<file path="src/rtl/prox_regs.svh">
`ifndef PROX_REGS_SVH
`define PROX_REGS_SVH

// Register indices; byte address is four times the index
`define PROX_IDX_THR_HI_LO  6'h06
`define PROX_IDX_THR_HI_HI  6'h07
`define PROX_IDX_THR_LO_LO  6'h08
`define PROX_IDX_THR_LO_HI  6'h09
`define PROX_IDX_PIN_FUNC   6'h0A
`define PROX_IDX_POWER      6'h0B
`define PROX_IDX_STATUS     6'h20
`define PROX_IDX_PROX_LO    6'h21
`define PROX_IDX_PROX_HI    6'h22
`define PROX_IDX_FREQ_LO    6'h23
`define PROX_IDX_FREQ_MID   6'h24
`define PROX_IDX_FREQ_HI    6'h25
`define PROX_IDX_IRQ_STAT   6'h30
`define PROX_IDX_IRQ_MASK   6'h31

// Reset values
`define PROX_RST_THR_HIGH   16'hFFFF
`define PROX_RST_THR_LOW    16'h0000
`define PROX_RST_PIN_FUNC   3'h0
`define PROX_RST_POWER      1'b0
`define PROX_RST_STAT_PREV  4'h3
`define PROX_RST_IRQ        4'h0

// Pin function codes
`define PROX_PIN_DRDY       3'h4
`define PROX_PIN_COMP       3'h2
`define PROX_PIN_WAKE       3'h1
`define PROX_PIN_OFF        3'h0

// Status field positions inside the status byte
`define PROX_STAT_LSB       4
`define PROX_STAT_MSB       7

`endif

</file>
<file path="src/rtl/prox_pkg.sv">
package prox_pkg;
	typedef logic [7:0]  byte_t;
	typedef logic [15:0] thresh_t;
	typedef logic [23:0] freq_t;
	typedef logic [3:0]  flags_t;
endpackage : prox_pkg

</file>
<file path="src/rtl/proximity_threshold_status_regs.sv">
`timescale 1ns/100ps
`default_nettype none
`include "prox_regs.svh"
module proximity_threshold_status_regs (
	input  wire logic               clk_sys,
	input  wire logic               nrst,
	input  wire logic               wb_cyc_i,
	input  wire logic               wb_stb_i,
	input  wire logic               wb_we_i,
	input  wire logic [7:0]         wb_adr_i,
	input  wire logic [3:0]         wb_sel_i,
	input  wire logic [31:0]        wb_dat_i,
	output logic [31:0]             wb_dat_o,
	output logic                    wb_ack_o,
	input  wire logic               convValid,
	input  wire prox_pkg::thresh_t  convProx,
	input  wire prox_pkg::freq_t    convFreq,
	input  wire logic               oscFault,
	output logic                    activeMode,
	output logic                    interruptOutPin_n,
	output logic                    irq
);
	import prox_pkg::*;

	logic [5:0] idx;
	logic       req;
	logic       rdReq;
	logic       wrByte;
	byte_t      wrData;
	byte_t      thrHighBuf;
	byte_t      thrLowBuf;
	thresh_t    thrHigh;
	thresh_t    thrLow;
	logic [2:0] pinFunc;
	logic       convTake;
	thresh_t    pendProx;
	freq_t      pendFreq;
	thresh_t    proxResult;
	freq_t      freqResult;
	logic       proxRead;
	logic       dataReady;
	logic       aboveHigh;
	logic       compFlag;
	logic       wakeBit;
	flags_t     stat;
	flags_t     statPrev;
	flags_t     evt;
	flags_t     irqStat;
	flags_t     irqMask;
	byte_t      next_rdData;

	function automatic logic regWrite(input logic wr, input logic [5:0] a, input logic [5:0] r);
		return wr && (a == r);
	endfunction : regWrite

	assign idx      = wb_adr_i[7:2];
	assign req      = wb_cyc_i && wb_stb_i && !wb_ack_o;
	assign rdReq    = req && !wb_we_i;
	assign wrByte   = req && wb_we_i && wb_sel_i[0];
	assign wrData   = wb_dat_i[7:0];
	assign convTake = convValid && activeMode;
	assign proxRead = rdReq && (idx == `PROX_IDX_PROX_LO);

	// host ordering relied on, buffer then commit
	threshold_pair #(.RESET_VALUE(`PROX_RST_THR_HIGH)) uThrHigh (
		.clk_sys  (clk_sys),
		.nrst     (nrst),
		.wrLo     (regWrite(wrByte, idx, `PROX_IDX_THR_HI_LO)),
		.wrHi     (regWrite(wrByte, idx, `PROX_IDX_THR_HI_HI)),
		.wrData   (wrData),
		.loBuffer (thrHighBuf),
		.active   (thrHigh)
	);

	threshold_pair #(.RESET_VALUE(`PROX_RST_THR_LOW)) uThrLow (
		.clk_sys  (clk_sys),
		.nrst     (nrst),
		.wrLo     (regWrite(wrByte, idx, `PROX_IDX_THR_LO_LO)),
		.wrHi     (regWrite(wrByte, idx, `PROX_IDX_THR_LO_HI)),
		.wrData   (wrData),
		.loBuffer (thrLowBuf),
		.active   (thrLow)
	);

	always_ff @(posedge clk_sys or negedge nrst) begin
		if (!nrst) begin
			pinFunc    <= `PROX_RST_PIN_FUNC;
			activeMode <= `PROX_RST_POWER;
		end else begin
			if (regWrite(wrByte, idx, `PROX_IDX_PIN_FUNC)) begin
				pinFunc <= wrData[2:0];
			end
			if (regWrite(wrByte, idx, `PROX_IDX_POWER)) begin
				activeMode <= wrData[0];
			end
		end
	end

	// Latest conversion waits here until the host asks for it
	always_ff @(posedge clk_sys) begin
		if (convTake) begin
			pendProx <= convProx;
			pendFreq <= convFreq;
		end
	end

	// copy only when low-byte read starts
	always_ff @(posedge clk_sys) begin
		if (proxRead) begin
			proxResult <= pendProx;
			freqResult <= pendFreq;
		end
	end

	// new conversion wins over the clearing read
	always_ff @(posedge clk_sys or negedge nrst) begin
		if (!nrst) begin
			dataReady <= 1'b0;
		end else if (convTake) begin
			dataReady <= 1'b1;
		end else if (proxRead) begin
			dataReady <= 1'b0;
		end
	end

	always_ff @(posedge clk_sys or negedge nrst) begin
		if (!nrst) begin
			aboveHigh <= 1'b0;
			compFlag  <= 1'b1;
		end else if (convTake) begin
			aboveHigh <= convProx > thrHigh;
			if (convProx > thrHigh) begin
				compFlag <= 1'b0;
			end else if (convProx < thrLow) begin
				compFlag <= 1'b1;
			end
		end
	end

	// low only when wake-up enabled and tripped
	assign wakeBit = !((pinFunc == `PROX_PIN_WAKE) && aboveHigh);
	assign stat    = {oscFault, dataReady, wakeBit, compFlag};
	assign evt     = {stat[3] && !statPrev[3], stat[2] && !statPrev[2],
	                  !stat[1] && statPrev[1], stat[0] != statPrev[0]};

	// Sticky events, set beats write-one-to-clear
	always_ff @(posedge clk_sys or negedge nrst) begin
		if (!nrst) begin
			statPrev <= `PROX_RST_STAT_PREV;
			irqStat  <= `PROX_RST_IRQ;
			irqMask  <= `PROX_RST_IRQ;
			irq      <= 1'b0;
		end else begin
			statPrev <= stat;
			if (regWrite(wrByte, idx, `PROX_IDX_IRQ_STAT)) begin
				irqStat <= (irqStat & ~wrData[`PROX_STAT_MSB:`PROX_STAT_LSB]) | evt;
			end else begin
				irqStat <= irqStat | evt;
			end
			if (regWrite(wrByte, idx, `PROX_IDX_IRQ_MASK)) begin
				irqMask <= wrData[`PROX_STAT_MSB:`PROX_STAT_LSB];
			end
			irq <= |(irqStat & irqMask);
		end
	end

	// pin function select, active low pin
	always_ff @(posedge clk_sys or negedge nrst) begin
		if (!nrst) begin
			interruptOutPin_n <= 1'b1;
		end else begin
			case (pinFunc)
				`PROX_PIN_DRDY: interruptOutPin_n <= !dataReady;
				`PROX_PIN_COMP: interruptOutPin_n <= compFlag;
				`PROX_PIN_WAKE: interruptOutPin_n <= wakeBit;
				default:        interruptOutPin_n <= 1'b1;
			endcase
		end
	end

	always_comb begin
		next_rdData = 8'h00;
		unique case (idx)
			// buffer location reads active low byte
			`PROX_IDX_THR_HI_LO: next_rdData = thrHigh[7:0];
			`PROX_IDX_THR_HI_HI: next_rdData = thrHigh[15:8];
			`PROX_IDX_THR_LO_LO: next_rdData = thrLow[7:0];
			`PROX_IDX_THR_LO_HI: next_rdData = thrLow[15:8];
			`PROX_IDX_PIN_FUNC:  next_rdData = {5'h00, pinFunc};
			`PROX_IDX_POWER:     next_rdData = {7'h00, activeMode};
			`PROX_IDX_STATUS:    next_rdData = {stat, 4'h0};
			// fresh copy seen by the same read
			`PROX_IDX_PROX_LO:   next_rdData = pendProx[7:0];
			`PROX_IDX_PROX_HI:   next_rdData = proxResult[15:8];
			`PROX_IDX_FREQ_LO:   next_rdData = freqResult[7:0];
			`PROX_IDX_FREQ_MID:  next_rdData = freqResult[15:8];
			`PROX_IDX_FREQ_HI:   next_rdData = freqResult[23:16];
			`PROX_IDX_IRQ_STAT:  next_rdData = {irqStat, 4'h0};
			`PROX_IDX_IRQ_MASK:  next_rdData = {irqMask, 4'h0};
			default:             next_rdData = 8'h00;
		endcase
	end

	// Single-wait-state slave, every address acknowledged
	always_ff @(posedge clk_sys or negedge nrst) begin
		if (!nrst) begin
			wb_ack_o <= 1'b0;
			wb_dat_o <= 32'h0000_0000;
		end else begin
			wb_ack_o <= req;
			if (rdReq) begin
				wb_dat_o <= {24'h00_0000, next_rdData};
			end
		end
	end
endmodule : proximity_threshold_status_regs
`default_nettype wire

</file>
<file path="src/rtl/threshold_pair.sv">
`timescale 1ns/100ps
`default_nettype none
// Byte buffer plus 16-bit active threshold committed by the high byte
module threshold_pair #(
	parameter prox_pkg::thresh_t RESET_VALUE = 16'h0000
) (
	input  wire logic              clk_sys,
	input  wire logic              nrst,
	input  wire logic              wrLo,
	input  wire logic              wrHi,
	input  wire prox_pkg::byte_t   wrData,
	output prox_pkg::byte_t        loBuffer,
	output prox_pkg::thresh_t      active
);
	import prox_pkg::*;

	always_ff @(posedge clk_sys or negedge nrst) begin
		if (!nrst) begin
			loBuffer <= RESET_VALUE[7:0];
		end else if (wrLo) begin
			loBuffer <= wrData;
		end
	end

	always_ff @(posedge clk_sys or negedge nrst) begin
		if (!nrst) begin
			active <= RESET_VALUE;
		end else if (wrHi) begin
			active <= {wrData, loBuffer};
		end
	end
endmodule : threshold_pair
`default_nettype wire
</file>
<file path="config.mk">
export PLATFORM = sky130hd
export DESIGN_NAME = proximity_threshold_status_regs
export DESIGN_NICKNAME = d
export VERILOG_FILES = /design/src/rtl/prox_pkg.sv /design/src/rtl/proximity_threshold_status_regs.sv /design/src/rtl/threshold_pair.sv
export VERILOG_INCLUDE_DIRS = /design/src /design/src/rtl
export SDC_FILE = /design/constraint.sdc
export NUM_CORES = 1
export LEC_CHECK = 0
export BUFFER_PORTS_ARGS = -buffer_cell sky130_fd_sc_hd__buf_2
export CAP_MARGIN = 30
export CORE_UTILIZATION = 50
export DETAILED_ROUTE_END_ITERATION = 6
export PLACE_DENSITY = 0.76
export SLEW_MARGIN = 5
export SYNTH_ARGS = -nofsm -noshare
export SYNTH_HDL_FRONTEND = slang
export SYNTH_SLANG_ARGS = --single-unit
</file>
<file path="constraint.sdc">
create_clock -name clk_sys -period 2.1 [get_ports clk_sys]
set_input_delay 0.315 -clock clk_sys [delete_from_list [all_inputs] [get_ports clk_sys]]
set_output_delay 0.315 -clock clk_sys [all_outputs]
set_load 0.05 [all_outputs]
</file>
# After elaboration in Yosys (flattened, before gate mapping)
# Cells that the tools add are included.
# classes
muxes,7
n_reduce_logical,29
order_cmp,2
n_addsub,0
shifts,0
bitwise_logic,5
n_eq_ne,18
n_div,0
mul,0
# op_table
op,n
8-bit one-hot mux with 14 select lines,1
6-bit equality test (second input constant),8
6-bit by 4-bit equality test with 1-bit output (second input constant),4
1-bit logical AND,19
16-bit > comparator,1
16-bit < comparator,1
6-bit by 3-bit equality test with 1-bit output (second input constant),2
4-bit AND,2
4-bit bitwise OR,2
1-bit logical NOT,6
1-bit 2-to-1 mux,4
4-bit 2-to-1 mux,1
4-bit inverter,1
2-bit nonzero test,2
4-bit OR reduction,1
3-bit by 1-bit equality test with 1-bit output (second input constant),1
3-bit by 2-bit equality test with 1-bit output (second input constant),1
3-bit equality test (second input constant),1
1-bit one-hot mux with 3 select lines,1
2-bit AND reduction,1
1-bit != test,1
# word_totals
memories,0
latch_bits,0
rom_bits,0
regBits,158
output_inout_bits,36
elab_cells,81
ramBits,0
input_bits,91

# Depth between registers and ports, before layout
# Gate-level depths: netlist of run 1.
# logic_depth
word_depth,6
mapped_depth,8
ltp_nobuf,7

# Cells and area by module
# A second synthesis of run 1 with hierarchy kept.
# hier_totals
cells_unflattened,518
hier_area_um2,6996.7
# by_module_without_submodules
module,cells_each,instances,area_per_inst_um2,seq_area_each_um2
proximity_threshold_status_regs,416,1,5077.4,2917.8
threshold_pair at uThrHigh,51,1,974.7,630.6
threshold_pair at uThrLow,51,1,944.7,600.6

# Worst setup path before layout of run 1
# OpenSTA, ideal clock, no wires.
# synth_path
path_kind,register to register
startpoint,reg wb_ack_o
endpoint,"reg freqResult[0], enable pin"
n_path_buf,1
t_arrival_ns,2.065
path_stages_with_launch,5
setup_ns,0.393
setup_slack_ns,-0.358
required_time_ns,1.707
synth_period_minus_slack_ns,2.458
path_cell_list,dfrtp_1 and3b_1 nor2b_1 clkbuf_1 and3_1
# synth_between
elab_chain_cells,4
# synth_lines
item,line,source
from (decl),proximity_threshold_status_regs.sv:14,"output logic wb_ack_o,"
from (signal assigned),proximity_threshold_status_regs.sv:210,wb_ack_o <= req;
1-bit logical NOT,proximity_threshold_status_regs.sv:57,assign req = wb_cyc_i && wb_stb_i && !wb_ack_o;
1-bit logical AND,proximity_threshold_status_regs.sv:57,
named net req,proximity_threshold_status_regs.sv:26,logic req;
1-bit logical AND,proximity_threshold_status_regs.sv:58,assign rdReq = req && !wb_we_i;
1-bit logical AND,proximity_threshold_status_regs.sv:62,assign proxRead = rdReq && (idx == `PROX_IDX_PROX_LO);
named net proxRead,proximity_threshold_status_regs.sv:40,logic proxRead;
to (signal assigned),proximity_threshold_status_regs.sv:111,freqResult <= pendFreq;
to (decl),proximity_threshold_status_regs.sv:39,freq_t freqResult;
# The timed path passes the listed nets, and every way through them passes these cells.
# A chain may end at the register's enable or synchronous reset.

# Worst setup path after layout of run 1
# layout_path
startpoint,reg uThrHigh.active[10]
endpoint,reg aboveHigh
# layout_between
elab_chain_cells,1
# layout_lines
item,line,source
from (decl),threshold_pair.sv:13,output prox_pkg::thresh_t active
from (signal assigned),threshold_pair.sv:29,"active <= {wrData, loBuffer};"
16-bit > comparator,proximity_threshold_status_regs.sv:131,aboveHigh <= convProx > thrHigh;
to (signal assigned),proximity_threshold_status_regs.sv:131,
to (decl),proximity_threshold_status_regs.sv:42,logic aboveHigh;
# Every way passes these cells.

==> results of run 1 <==
layout by cell type (no fill, tap or decap), types with 4 or more instances in the layout:
cell       Yosys  final
nor3_1         5      4
mux2i_1        7      7
dfrtp_1       50     49
nor2b_1        9      9
nand4_1        6      6
inv_1         35     35
ha_4           0      4
a221oi_1       4      4
buf_2          9     72
o21ai_0       25     25
and2_1         6      6
buf_4         25     34
a22oi_1       14     14
ha_1          31     27
conb_1         1     24
mux2_2        45     45
a21oi_1       18     16
dfstp_2       28     28
a31oi_1        6      6
buf_12         0      4
nand2_1       35     34
a21o_1         4      4
a22o_1         5      5
nor2_1        13     13
nand3_1        5      5
edfxtp_1      72     72
clkbuf_16      0     17
synth_stat cells, drive strengths merged (2+ instances only):
library cell,count
nand3b,3
nand2,35
a31oi,6
o31a,2
a21oi,18
a21boi,2
o21ai,26
o2bb2ai,2
nand2b,3
mux2,45
ha,31
inv,35
edfxtp,72
dfrtp,50
nor2,13
nor4b,2
a22o,5
a21o,4
nor3,7
and2,7
nand4,6
o21a,2
nor3b,2
buf,35
mux4,3
a221oi,4
nor4,2
and3,4
clkbuf,5
dfstp,28
a22oi,14
nor2b,9
xor2,2
nand3,5
a222oi,2
mux2i,7
routing by layer:
layer  track usage  share of wire
met5             0              0
met4        0.1179          0.028
met3       0.06657          0.069
met2        0.4102           0.50
met1        0.3022           0.40
sequential cells by signal, indices dropped and copies added (netlist names), 3 cells and up:
| name | cells |
|---|---|
| irqStat | 4 |
| statPrev | 4 |
| pendProx | 16 |
| uThrLow.active | 16 |
| proxResult | 8 |
| wb_dat_o | 8 |
| pinFunc | 3 |
| irqMask | 4 |
| uThrHigh.active | 16 |
| uThrHigh.loBuffer | 8 |
| uThrLow.loBuffer | 8 |
| pendFreq | 24 |
| freqResult | 24 |
cell families (layout without fill, tap and decap cells):
| group | Yosys count | after routing | synth area share |
|---|---|---|---|
| compound gates | 99 | 99 | 0.09662 |
| xor+xnor | 2 | 2 | 0.002558 |
| fa+ha+maj | 31 | 31 | 0.05662 |
| buf+inv | 75 | 178 | 0.05753 |
| flops | 150 | 150 | 0.6057 |
| mux | 55 | 55 | 0.09406 |
| other cells | 1 | 24 | 0.0005474 |
| simple gates | 104 | 104 | 0.08639 |
critical path: cells and delay by family (launching register included):
family	cells	cell delay [ns]
compound gates	3	0.84
flops	1	0.53
fa+ha+maj	1	0.28
simple gates	2	0.24
buf+inv	1	0.05
what timing repair did:
action,in CTS,in global routing
resized for setup,2,9
endpoints found under the setup margin,2,2
hold buffers,1,0
pin swaps,1,4
hold endpoints to repair,18,0
setup buffers,0,1
worst min path at each step:
| stage | end | slack, ns | cells after the start |
|---|---|---|---|
| after detailed placement | wb_dat_o[7] | 0.32 | 1 |
| after global placement | wb_dat_o[4] | 0.31 | 1 |
| after global routing | statPrev[3] | 0.02 | 1 |
| after floorplan | aboveHigh | 0.02 | 0 |
| after CTS | statPrev[3] | 0.01 | 1 |
| final | statPrev[3] | 0.04 | 1 |
where the power goes:
| group | switching [mW] | internal [mW] |
|---|---|---|
| Sequential | 0.0554 | 3.18 |
| Combinational | 0.484 | 0.218 |
| Clock | 1.14 | 1.87 |
| Total | 1.68 | 5.26 |
layout make-up:
cell class | instances | share of cell area
sequential | 150 | 0.5017
multi-input combinational | 315 | 0.2992
timing repair buffer | 111 | 0.08531
clock buffer | 20 | 0.05279
tap | 176 | 0.02662
clock inverter | 12 | 0.01845
inverter | 35 | 0.01588
==> impl_metrics.env, run 1 <==
export IMPL_vias=4590
export IMPL_worst_r2r_path_depth=7
export IMPL_critPathSlowestCell="dfstp_2"
export IMPL_drive_gt1_frac=0.3624
export IMPL_synth_top_cells_by_area="edfxtp_1 (32%), dfrtp_1 (18%), dfstp_2 (11%)"
export IMPL_grt_remaining_overflow=0
export IMPL_final_antenna_net_count=0
export IMPL_hold_path_class="input pin to flop"
export IMPL_synth_async_reset_ratio=0.5200
export IMPL_viasPerCell=5.604
export IMPL_start_util=0.5152
export IMPL_seq_area_sq_um=4150
export IMPL_finalWirelength_um=16220
export IMPL_crit_chain="inv_1 > ha_1 > nand4_1 > nor2_1 > a221o_1 > o31a_1 > a21o_1"
export IMPL_track_usage=0.2484
export IMPL_place_area_sq_um=7590
export IMPL_clock_path_buffers=2
export IMPL_grt_pass1_vias=4774
export IMPL_multi_input_area_sq_um=2475
export IMPL_cp_slowest_stage_delay_ns=0.53
export IMPL_gp_congestion=0.8769
export IMPL_whs_ns=0.03686
export IMPL_hp_start="oscFault"
export IMPL_ys_seq_area_frac=0.6057
export IMPL_synth_seq_cells=150
export IMPL_crit_start="uThrHigh.active[10]"
export IMPL_clk_pin_slew_ns=0.06
export IMPL_slew_violations=0
export IMPL_nFillCells=1022
export IMPL_rsz0062_at_grt="no"
export IMPL_fin_crit_sh=0.9821
export IMPL_status="finished, final reports clean"
export IMPL_route_detailed_drc=0
export IMPL_yosysWarnings=0
export IMPL_num_rows=42
export IMPL_power_density_nw_per_um2=839.2
export IMPL_fp_dieW_um=119.1
export IMPL_dp_slack_ns=-0.03285
export IMPL_first_pass_iters=5
export IMPL_final_nets=752
export IMPL_period_minus_slack_ns=2.062
export IMPL_grt_max_degree=44
export IMPL_power_mw=6.941
export IMPL_fin_setup_tns_ns=0
export IMPL_grt_first_pass_wirelength_um=25430
export IMPL_netlist_area_sq_um=6850
export IMPL_synth_edf_count=72
export IMPL_ys_flop_type="edfxtp_1"
export IMPL_dieHeight_um=119.1
export IMPL_syn2layout_area_growth_pct=20.75
export IMPL_drt_initial_drc_count=303
export IMPL_worst_slack_ns=0.03757
export IMPL_dp_cells=785
export IMPL_yosys_area_top_type="edfxtp_1"
export IMPL_drv_cap=0
export IMPL_die_area_sq_um=14170
export IMPL_cts_sinks=150
export IMPL_worstSetupEndpointType="flop"
export IMPL_io_pins=127
export IMPL_ir_drop_v=0.0004386
export IMPL_synth_top_area_share=0.3156
export IMPL_cts_buffers=17
export IMPL_regToRegSetupSlack_ns=0.04
export IMPL_crit_fanout=2
export IMPL_r2r_start="uThrHigh.active[10]"
export IMPL_crit_arrival_ns=2.38
export IMPL_antenna_cells=0
export IMPL_cts_tree="built"
export IMPL_setup_viol=0
export IMPL_synth_avg_cell_area_sq_um=13.25
export IMPL_wl_per_cell_um=19.81
export IMPL_cp_endpoint="aboveHigh"
export IMPL_path_class="flop to flop"
export IMPL_final_area_sq_um=8272
export IMPL_insertion_delay_ns=0.42
export IMPL_syn_inst=517
export IMPL_r2r_end="aboveHigh"
export IMPL_design_core_area_sq_um=13300
export IMPL_tightest_slew_ns=0.4769
export IMPL_io_buffers=73
export IMPL_cts_root_buffer_cell="clkbuf_16"
export IMPL_required_ns=2.41
export IMPL_p_leak_nw=3.540
export IMPL_htreeDepth=4
export IMPL_final_hold_violation_count=0
export IMPL_final_util=0.6222
export IMPL_antenna_found_initial=0
export IMPL_ys_types=63
export IMPL_dp_final_hpwl_um=11950
export IMPL_stdcell_count=819
export IMPL_slew_headroom=0.6738
export IMPL_start_kind="flop"
export IMPL_max_freq_ghz=0.4849
export IMPL_worst_clock_skew_ns=0.006365
Note: power is estimated with default switching activity, not from simulation.
==> inputs of run 2 (changes only) <==
--- a/config.mk
+++ b/config.mk
@@ -8,9 +8,11 @@
 export LEC_CHECK = 0
 export BUFFER_PORTS_ARGS = -buffer_cell sky130_fd_sc_hd__buf_2
 export CAP_MARGIN = 30
-export CORE_UTILIZATION = 50
+export CELL_PAD_IN_SITES_DETAIL_PLACEMENT = 1
+export CELL_PAD_IN_SITES_GLOBAL_PLACEMENT = 1
+export CORE_UTILIZATION = 41
 export DETAILED_ROUTE_END_ITERATION = 6
-export PLACE_DENSITY = 0.76
+export PLACE_DENSITY_LB_ADDON = 0.1
 export SLEW_MARGIN = 5
 export SYNTH_ARGS = -nofsm -noshare
 export SYNTH_HDL_FRONTEND = slang
==> run 2 against run 1 <==
Global-route usage is 2.5 points lower. Critical path depth unchanged. Critical path type unchanged. Highest routed layer unchanged. Largest power group unchanged. Die area increased by 22%. Worst hold slack worse by 0.013 ns. Setup slack improved by 0.053 ns. Power decreased by 2.2%.
==> impl_metrics.env, run 2 (synthesized netlist as in run 1, its figures left out) <==
export IMPL_final_cell_mix="edfxtp_1 (72), buf_2 (72), dfrtp_1 (49)"
export IMPL_p_int_mw=4.924
export IMPL_period_minus_slack_ns=2.009
export IMPL_hp_start="oscFault"
export IMPL_start_kind="flop"
export IMPL_p_leak_nw=3.534
export IMPL_crit_fanout=2
export IMPL_grt_max_degree=44
export IMPL_status="finished, final reports clean"
export IMPL_place_area_sq_um=7665
export IMPL_clk_pin_slew_ns=0.07
export IMPL_final_util=0.5123
export IMPL_power_density_nw_per_um2=822.7
export IMPL_drv_cap=0
export IMPL_worst_slack_ns=0.09054
export IMPL_path_class="flop to flop"
export IMPL_die_area_sq_um=17230
export IMPL_syn2layout_area_growth_pct=20.51
export IMPL_ir_drop_v=0.0006134
export IMPL_gp_congestion=0.8401
export IMPL_swShare=0.2749
export IMPL_crit_arrival_ns=2.34
export IMPL_drt_initial_drc_count=252
export IMPL_p_clk_frac=0.422
export IMPL_cts_tree="built"
export IMPL_setup_viol=0
export IMPL_crit_chain="inv_1 > ha_1 > a21oi_2 > o21ai_0 > a221o_1 > o31a_1 > a21o_1"
export IMPL_io_buffers=73
export IMPL_max_freq_ghz=0.4976
export IMPL_r2r_start="uThrHigh.active[7]"
export IMPL_cts_root_buffer_cell="clkbuf_16"
export IMPL_power_mw=6.791
export IMPL_wl_per_cell_um=20.87
export IMPL_p_seq_frac=0.475
export IMPL_dp_final_hpwl_um=13010
export IMPL_io_pins=127
export IMPL_final_hold_violation_count=0
export IMPL_final_nets=757
export IMPL_grt_remaining_overflow=0
export IMPL_antenna_found_initial=0
export IMPL_start_util=0.4251
export IMPL_num_rows=46
export IMPL_dp_slack_ns=-0.06479
export IMPL_critPathSlowestCell="dfstp_2"
export IMPL_viasPerCell=5.294
export IMPL_final_antenna_net_count=0
export IMPL_grt_first_pass_wirelength_um=28300
export IMPL_worstSetupEndpointType="flop"
export IMPL_combPwrFrac=0.103
export IMPL_finalWirelength_um=18030
export IMPL_antenna_cells=0
export IMPL_worst_clock_skew_ns=0.01104
export IMPL_htreeDepth=4
export IMPL_track_usage=0.2238
export IMPL_dp_cells=830
export IMPL_first_pass_iters=4
export IMPL_route_detailed_drc=0
export IMPL_slew_violations=0
export IMPL_fp_dieW_um=131.3
export IMPL_drive_gt1_frac=0.3657
export IMPL_vias=4574
export IMPL_clock_path_buffers=2
export IMPL_insertion_delay_ns=0.44
export IMPL_slew_headroom=0.5185
export IMPL_tightest_slew_ns=0.7222
export IMPL_stdcell_count=864
export IMPL_cp_slowest_stage_delay_ns=0.54
export IMPL_power_switching_mw=1.867
export IMPL_crit_start="uThrHigh.active[7]"
export IMPL_design_core_area_sq_um=16120
export IMPL_required_ns=2.43
export IMPL_cts_buffers=17
export IMPL_cts_sinks=150
export IMPL_reg_largest_list="freqResult (24), pendFreq (24)"
export IMPL_hold_path_class="input pin to flop"
export IMPL_final_area_sq_um=8255
export IMPL_fin_crit_sh=0.9569
export IMPL_dieHeight_um=131.3
export IMPL_grt_pass1_vias=4906
[run 2: cell type report]
| type | count | area [sq um] |
|---|---|---|
| Sequential cell | 150 | 4150 |
| Fill cell | 1707 | 7860 |
| Clock inverter | 15 | 121.4 |
| Tap cell | 216 | 270.3 |
| Multi-Input combinational cell | 315 | 2426 |
| Inverter | 35 | 131.4 |
| Clock buffer | 17 | 425.4 |
| Timing Repair Buffer | 116 | 730.7 |
[run 2: routing by layer]
layer | global-route usage | wire (um)
met5 | 0 | 0
met4 | 0.09625 | 399
met3 | 0.04861 | 679
met2 | 0.3561 | 8535
met1 | 0.2950 | 8417
[run 2: metrics by stage]
| stage | hold slack [ns] | TNS (ns) |
|---|---|---|
| 2_1_floorplan | 0.01941 | 0 |
| 4_1_cts | 0.008981 | 0 |
| 5_1_grt | 0.01637 | -0.005763 |
| 6_report | 0.02413 | 0 |
| 3_5_place_dp | 0.3191 | -0.1312 |
| 3_3_place_gp | 0.3122 | 0 |
[run 2: power by group through the flow]
stage	Combinational (mW)	Clock [mW]	Sequential [mW]
detailed placement	0.689	0	3.29
floorplan	0.332	0	3.39
CTS	0.696	2.92	3.23
global route	0.751	3.04	3.24
finish	0.696	2.87	3.23
global placement	0.671	0	3.28
[run 2: what timing repair did]
item / 4_1_cts / 5_1_grt
hold buffers: 1 / 0
setup endpoints to repair: 2 / 2
resized for setup: 1 / 4
hold endpoints to repair: 25 / 0
pin swaps: 0 / 5
buffers inserted: 0 / 1
[run 2: worst paths after layout]
check                                    endpoint  slack [ns]  depth (start not counted)
worst min-delay path                  statPrev[3]        0.02                          1
min in group asynchronous             wb_dat_o[7]        0.40                          2
worst max-delay path                    aboveHigh        0.09                          7
worst max register to register          aboveHigh        0.09                          7
max in group asynchronous       interruptOutPin_n        1.01                          3
worst min register to register      freqResult[9]        0.42                          0
[run 2: worst max-delay path: cells and delay by family, from the launching register on]
family | cells | cell delay, ns
flip-flops | 1 | 0.54
buffers and inverters | 1 | 0.06
adder cells (fa/ha/maj) | 1 | 0.30
AO/OA/AOI/OAI | 5 | 1.00
==> inputs of run 3 (changes only) <==
--- a/config.mk
+++ b/config.mk
@@ -6,11 +6,12 @@
 export SDC_FILE = /design/constraint.sdc
 export NUM_CORES = 1
 export LEC_CHECK = 0
+export ABC_AREA = 1
 export BUFFER_PORTS_ARGS = -buffer_cell sky130_fd_sc_hd__buf_2
 export CAP_MARGIN = 30
 export CELL_PAD_IN_SITES_DETAIL_PLACEMENT = 1
 export CELL_PAD_IN_SITES_GLOBAL_PLACEMENT = 1
-export CORE_UTILIZATION = 41
+export CORE_UTILIZATION = 39
 export DETAILED_ROUTE_END_ITERATION = 6
 export PLACE_DENSITY_LB_ADDON = 0.1
 export SLEW_MARGIN = 5
==> run 3 against run 2 <==
Count of clock-buffer cells in the layout is 1 higher. Highest routed layer unchanged. Global-route usage down 0.42 points. Critical path type unchanged. Clock power about the same. Clock skew is 0.0051 ns higher. Synthesized cell count is 37% higher. First-iteration DRC count increased by 1.2%. Sequential cell count is the same. Combinational power is 18% lower.
==> impl_metrics.env, run 3 <==
export IMPL_clk_pin_slew_ns=0.06
export IMPL_syn2layout_area_growth_pct=16.75
export IMPL_cts_setup_buffers=0
export IMPL_cts_buffers=17
export IMPL_first_pass_iters=4
export IMPL_synth_top_cells_by_area="edfxtp_1 (31%), dfrtp_1 (18%), nand2_1 (11%)"
export IMPL_synth_top_area_share=0.3098
export IMPL_required_ns=2.45
export IMPL_cp_slowest_stage_delay_ns=0.57
export IMPL_crit_fanout=3
export IMPL_yosysWarnings=0
export IMPL_yosys_area_top_type="edfxtp_1"
export IMPL_worstSetupEndpointType="flop"
export IMPL_viasPerCell=4.805
export IMPL_path_class="flop to flop"
export IMPL_yosysMostFrequentCell="nand2_1"
export IMPL_die_area_sq_um=18430
export IMPL_setup_viol=0
export IMPL_grt_first_pass_wirelength_um=29370
export IMPL_reg_largest_list="freqResult (24), pendFreq (24)"
export IMPL_start_util=0.4020
export IMPL_cts_sinks=150
export IMPL_max_freq_ghz=0.5193
export IMPL_syn_inst=710
export IMPL_slew_violations=0
export IMPL_antenna_found_initial=0
export IMPL_dieHeight_um=135.8
export IMPL_grt_max_degree=45
export IMPL_status="finished, final reports clean"
export IMPL_final_common_cell="nand2_1"
export IMPL_worst_clock_skew_ns=0.01618
export IMPL_slew_headroom=0.6433
export IMPL_fin_setup_tns_ns=0
export IMPL_final_antenna_net_count=0
export IMPL_finalWirelength_um=18360
export IMPL_fp_dieW_um=135.8
export IMPL_drt_initial_drc_count=255
export IMPL_tightest_slew_ns=0.5350
export IMPL_ys_flop_type="edfxtp_1"
export IMPL_synth_async_reset_ratio=0.5200
export IMPL_cpMostUsedCell="nand2_1"
export IMPL_clock_path_buffers=2
export IMPL_grt_pass1_vias=5351
export IMPL_antenna_cells=0
export IMPL_design_core_area_sq_um=17360
export IMPL_htreeDepth=4
export IMPL_wl_per_cell_um=17.64
export IMPL_cp_buffers_inverters=2
export IMPL_io_pins=127
export IMPL_period_minus_slack_ns=1.926
export IMPL_rsz0062_at_grt="no"
export IMPL_crit_arrival_ns=2.28
export IMPL_track_usage=0.2196
export IMPL_synth_seq_cells=150
export IMPL_start_kind="flop"
export IMPL_power_density_nw_per_um2=818.1
export IMPL_grt_remaining_overflow=0
export IMPL_gp_congestion=0.8357
export IMPL_netlist_area_sq_um=6978
export IMPL_io_buffers=73
export IMPL_drv_cap=0
export IMPL_final_hold_violation_count=0
export IMPL_critPathTopFamily="simple AND/OR/NAND/NOR gates"
export IMPL_dp_final_hpwl_um=14160
export IMPL_hold_path_class="input pin to flop"
export IMPL_nFillCells=2001
export IMPL_synth_avg_cell_area_sq_um=9.828
export IMPL_yosys_top_cells_count="nand2_1 (212), edfxtp_1 (72), inv_1 (71), dfrtp_1 (50), nor2_1 (50)"
export IMPL_place_area_sq_um=7582
export IMPL_cts_root_buffer_cell="clkbuf_16"
export IMPL_final_cell_mix="nand2_1 (212), edfxtp_1 (72), buf_2 (72)"
export IMPL_ys_types=32
export IMPL_critPathSlowestCell="dfstp_2"
export IMPL_final_nets=925
export IMPL_ir_drop_v=0.0005933
export IMPL_cts_tree="built"
export IMPL_final_area_sq_um=8147
export IMPL_cts_resized=0
export IMPL_fin_crit_sh=0.9170
export IMPL_whs_ns=0.05399
export IMPL_vias=5002
export IMPL_insertion_delay_ns=0.43
export IMPL_synth_edf_count=72
export IMPL_crit_chain="inv_1 > ha_1 > nand2_1 > nor2_1 > nand2_1 > nor2_1 > a21oi_1 > nand2_1 > inv_1 > a21oi_1"
export IMPL_ys_seq_area_frac=0.5946
export IMPL_p_leak_nw=3.731
export IMPL_route_detailed_drc=0
export IMPL_drive_gt1_frac=0.2243
export IMPL_num_rows=48
[run 3: repair_timing]
item	4_1_cts	5_1_grt
hold endpoints to repair	24	0
endpoints found under the setup margin	0	0
hold buffers	1	0
[run 3: final timing paths]
kind,startpoint,to,slack [ns],cells after the start
setup / recovery,uThrHigh.active[11],compFlag,0.17,10
hold / removal,oscFault,statPrev[3],0.05,1
setup reg to reg,uThrHigh.active[11],compFlag,0.17,10
hold reg to reg,compFlag,statPrev[0],0.40,0
max in group asynchronous,nrst,uThrHigh.loBuffer[3],0.99,3
min in group asynchronous,nrst,wb_dat_o[7],0.40,2
[run 3: final cells by class]
type | instances | area (sq um) | share of cell area
clock inverter | 14 | 125.1 | 0.01536
sequential | 150 | 4150 | 0.5094
multi-input combinational | 471 | 2390 | 0.2933
tap | 225 | 281.5 | 0.03456
inverter | 80 | 300.3 | 0.03686
clock buffer | 18 | 429.2 | 0.05268
timing repair buffer | 83 | 470.5 | 0.05775
[run 3: cells by family (layout without fill, tap and decap cells)]
kind of cell / Yosys count / in the layout / synth area share
multiplexers: 2 / 2 / 0.003227
AO/OA/AOI/OAI: 96 / 96 / 0.07477
flip-flops: 150 / 150 / 0.5946
other: 1 / 24 / 0.0005374
AND/OR/NAND/NOR: 317 / 317 / 0.1937
adder cells (fa/ha/maj): 31 / 31 / 0.05559
XOR/XNOR: 1 / 1 / 0.001255
buffers and inverters: 112 / 195 / 0.07638
[run 3: per-layer routing]
| layer | part of all wire | vias to the layer above | global-route usage |
|---|---|---|---|
| met2 | 0.50 | 80 | 0.3702 |
| met1 | 0.46 | 2448 | 0.2873 |
| met3 | 0.025 | 19 | 0.03853 |
| li1 | - | 2455 | - |
| met4 | 0.012 | 0 | 0.06554 |
| met5 | 0 | - | 0 |
[run 3: per-stage QoR]
stage	power, mW	cells	util	worst slack (ns)
6_report	6.664	1041	0.4694	0.1743
5_1_grt	6.921	1041	0.4694	0.05158
4_1_cts	6.732	1041	0.4694	0.1721
3_5_place_dp	3.841	1008	0.4369	0.1998
3_3_place_gp	3.817	1008	0.4369	0.3095
2_1_floorplan	3.641	733	-	0.01708
[run 3: worst register-to-register path, delay by kind of cell, from the launching register on]
kind	cells	cell delay, ns
and+or+nand+nor	5	0.66
DFF	1	0.57
adders and majority gates	1	0.30
AOI/OAI and AO/OA	2	0.20
buffers and inverters	2	0.12
[run 3: report_power, final]
| group | switching, mW | internal, mW |
|---|---|---|
| logic | 0.419 | 0.151 |
| clock network | 1.25 | 1.63 |
| registers | 0.0467 | 3.16 |
| total | 1.72 | 4.95 |
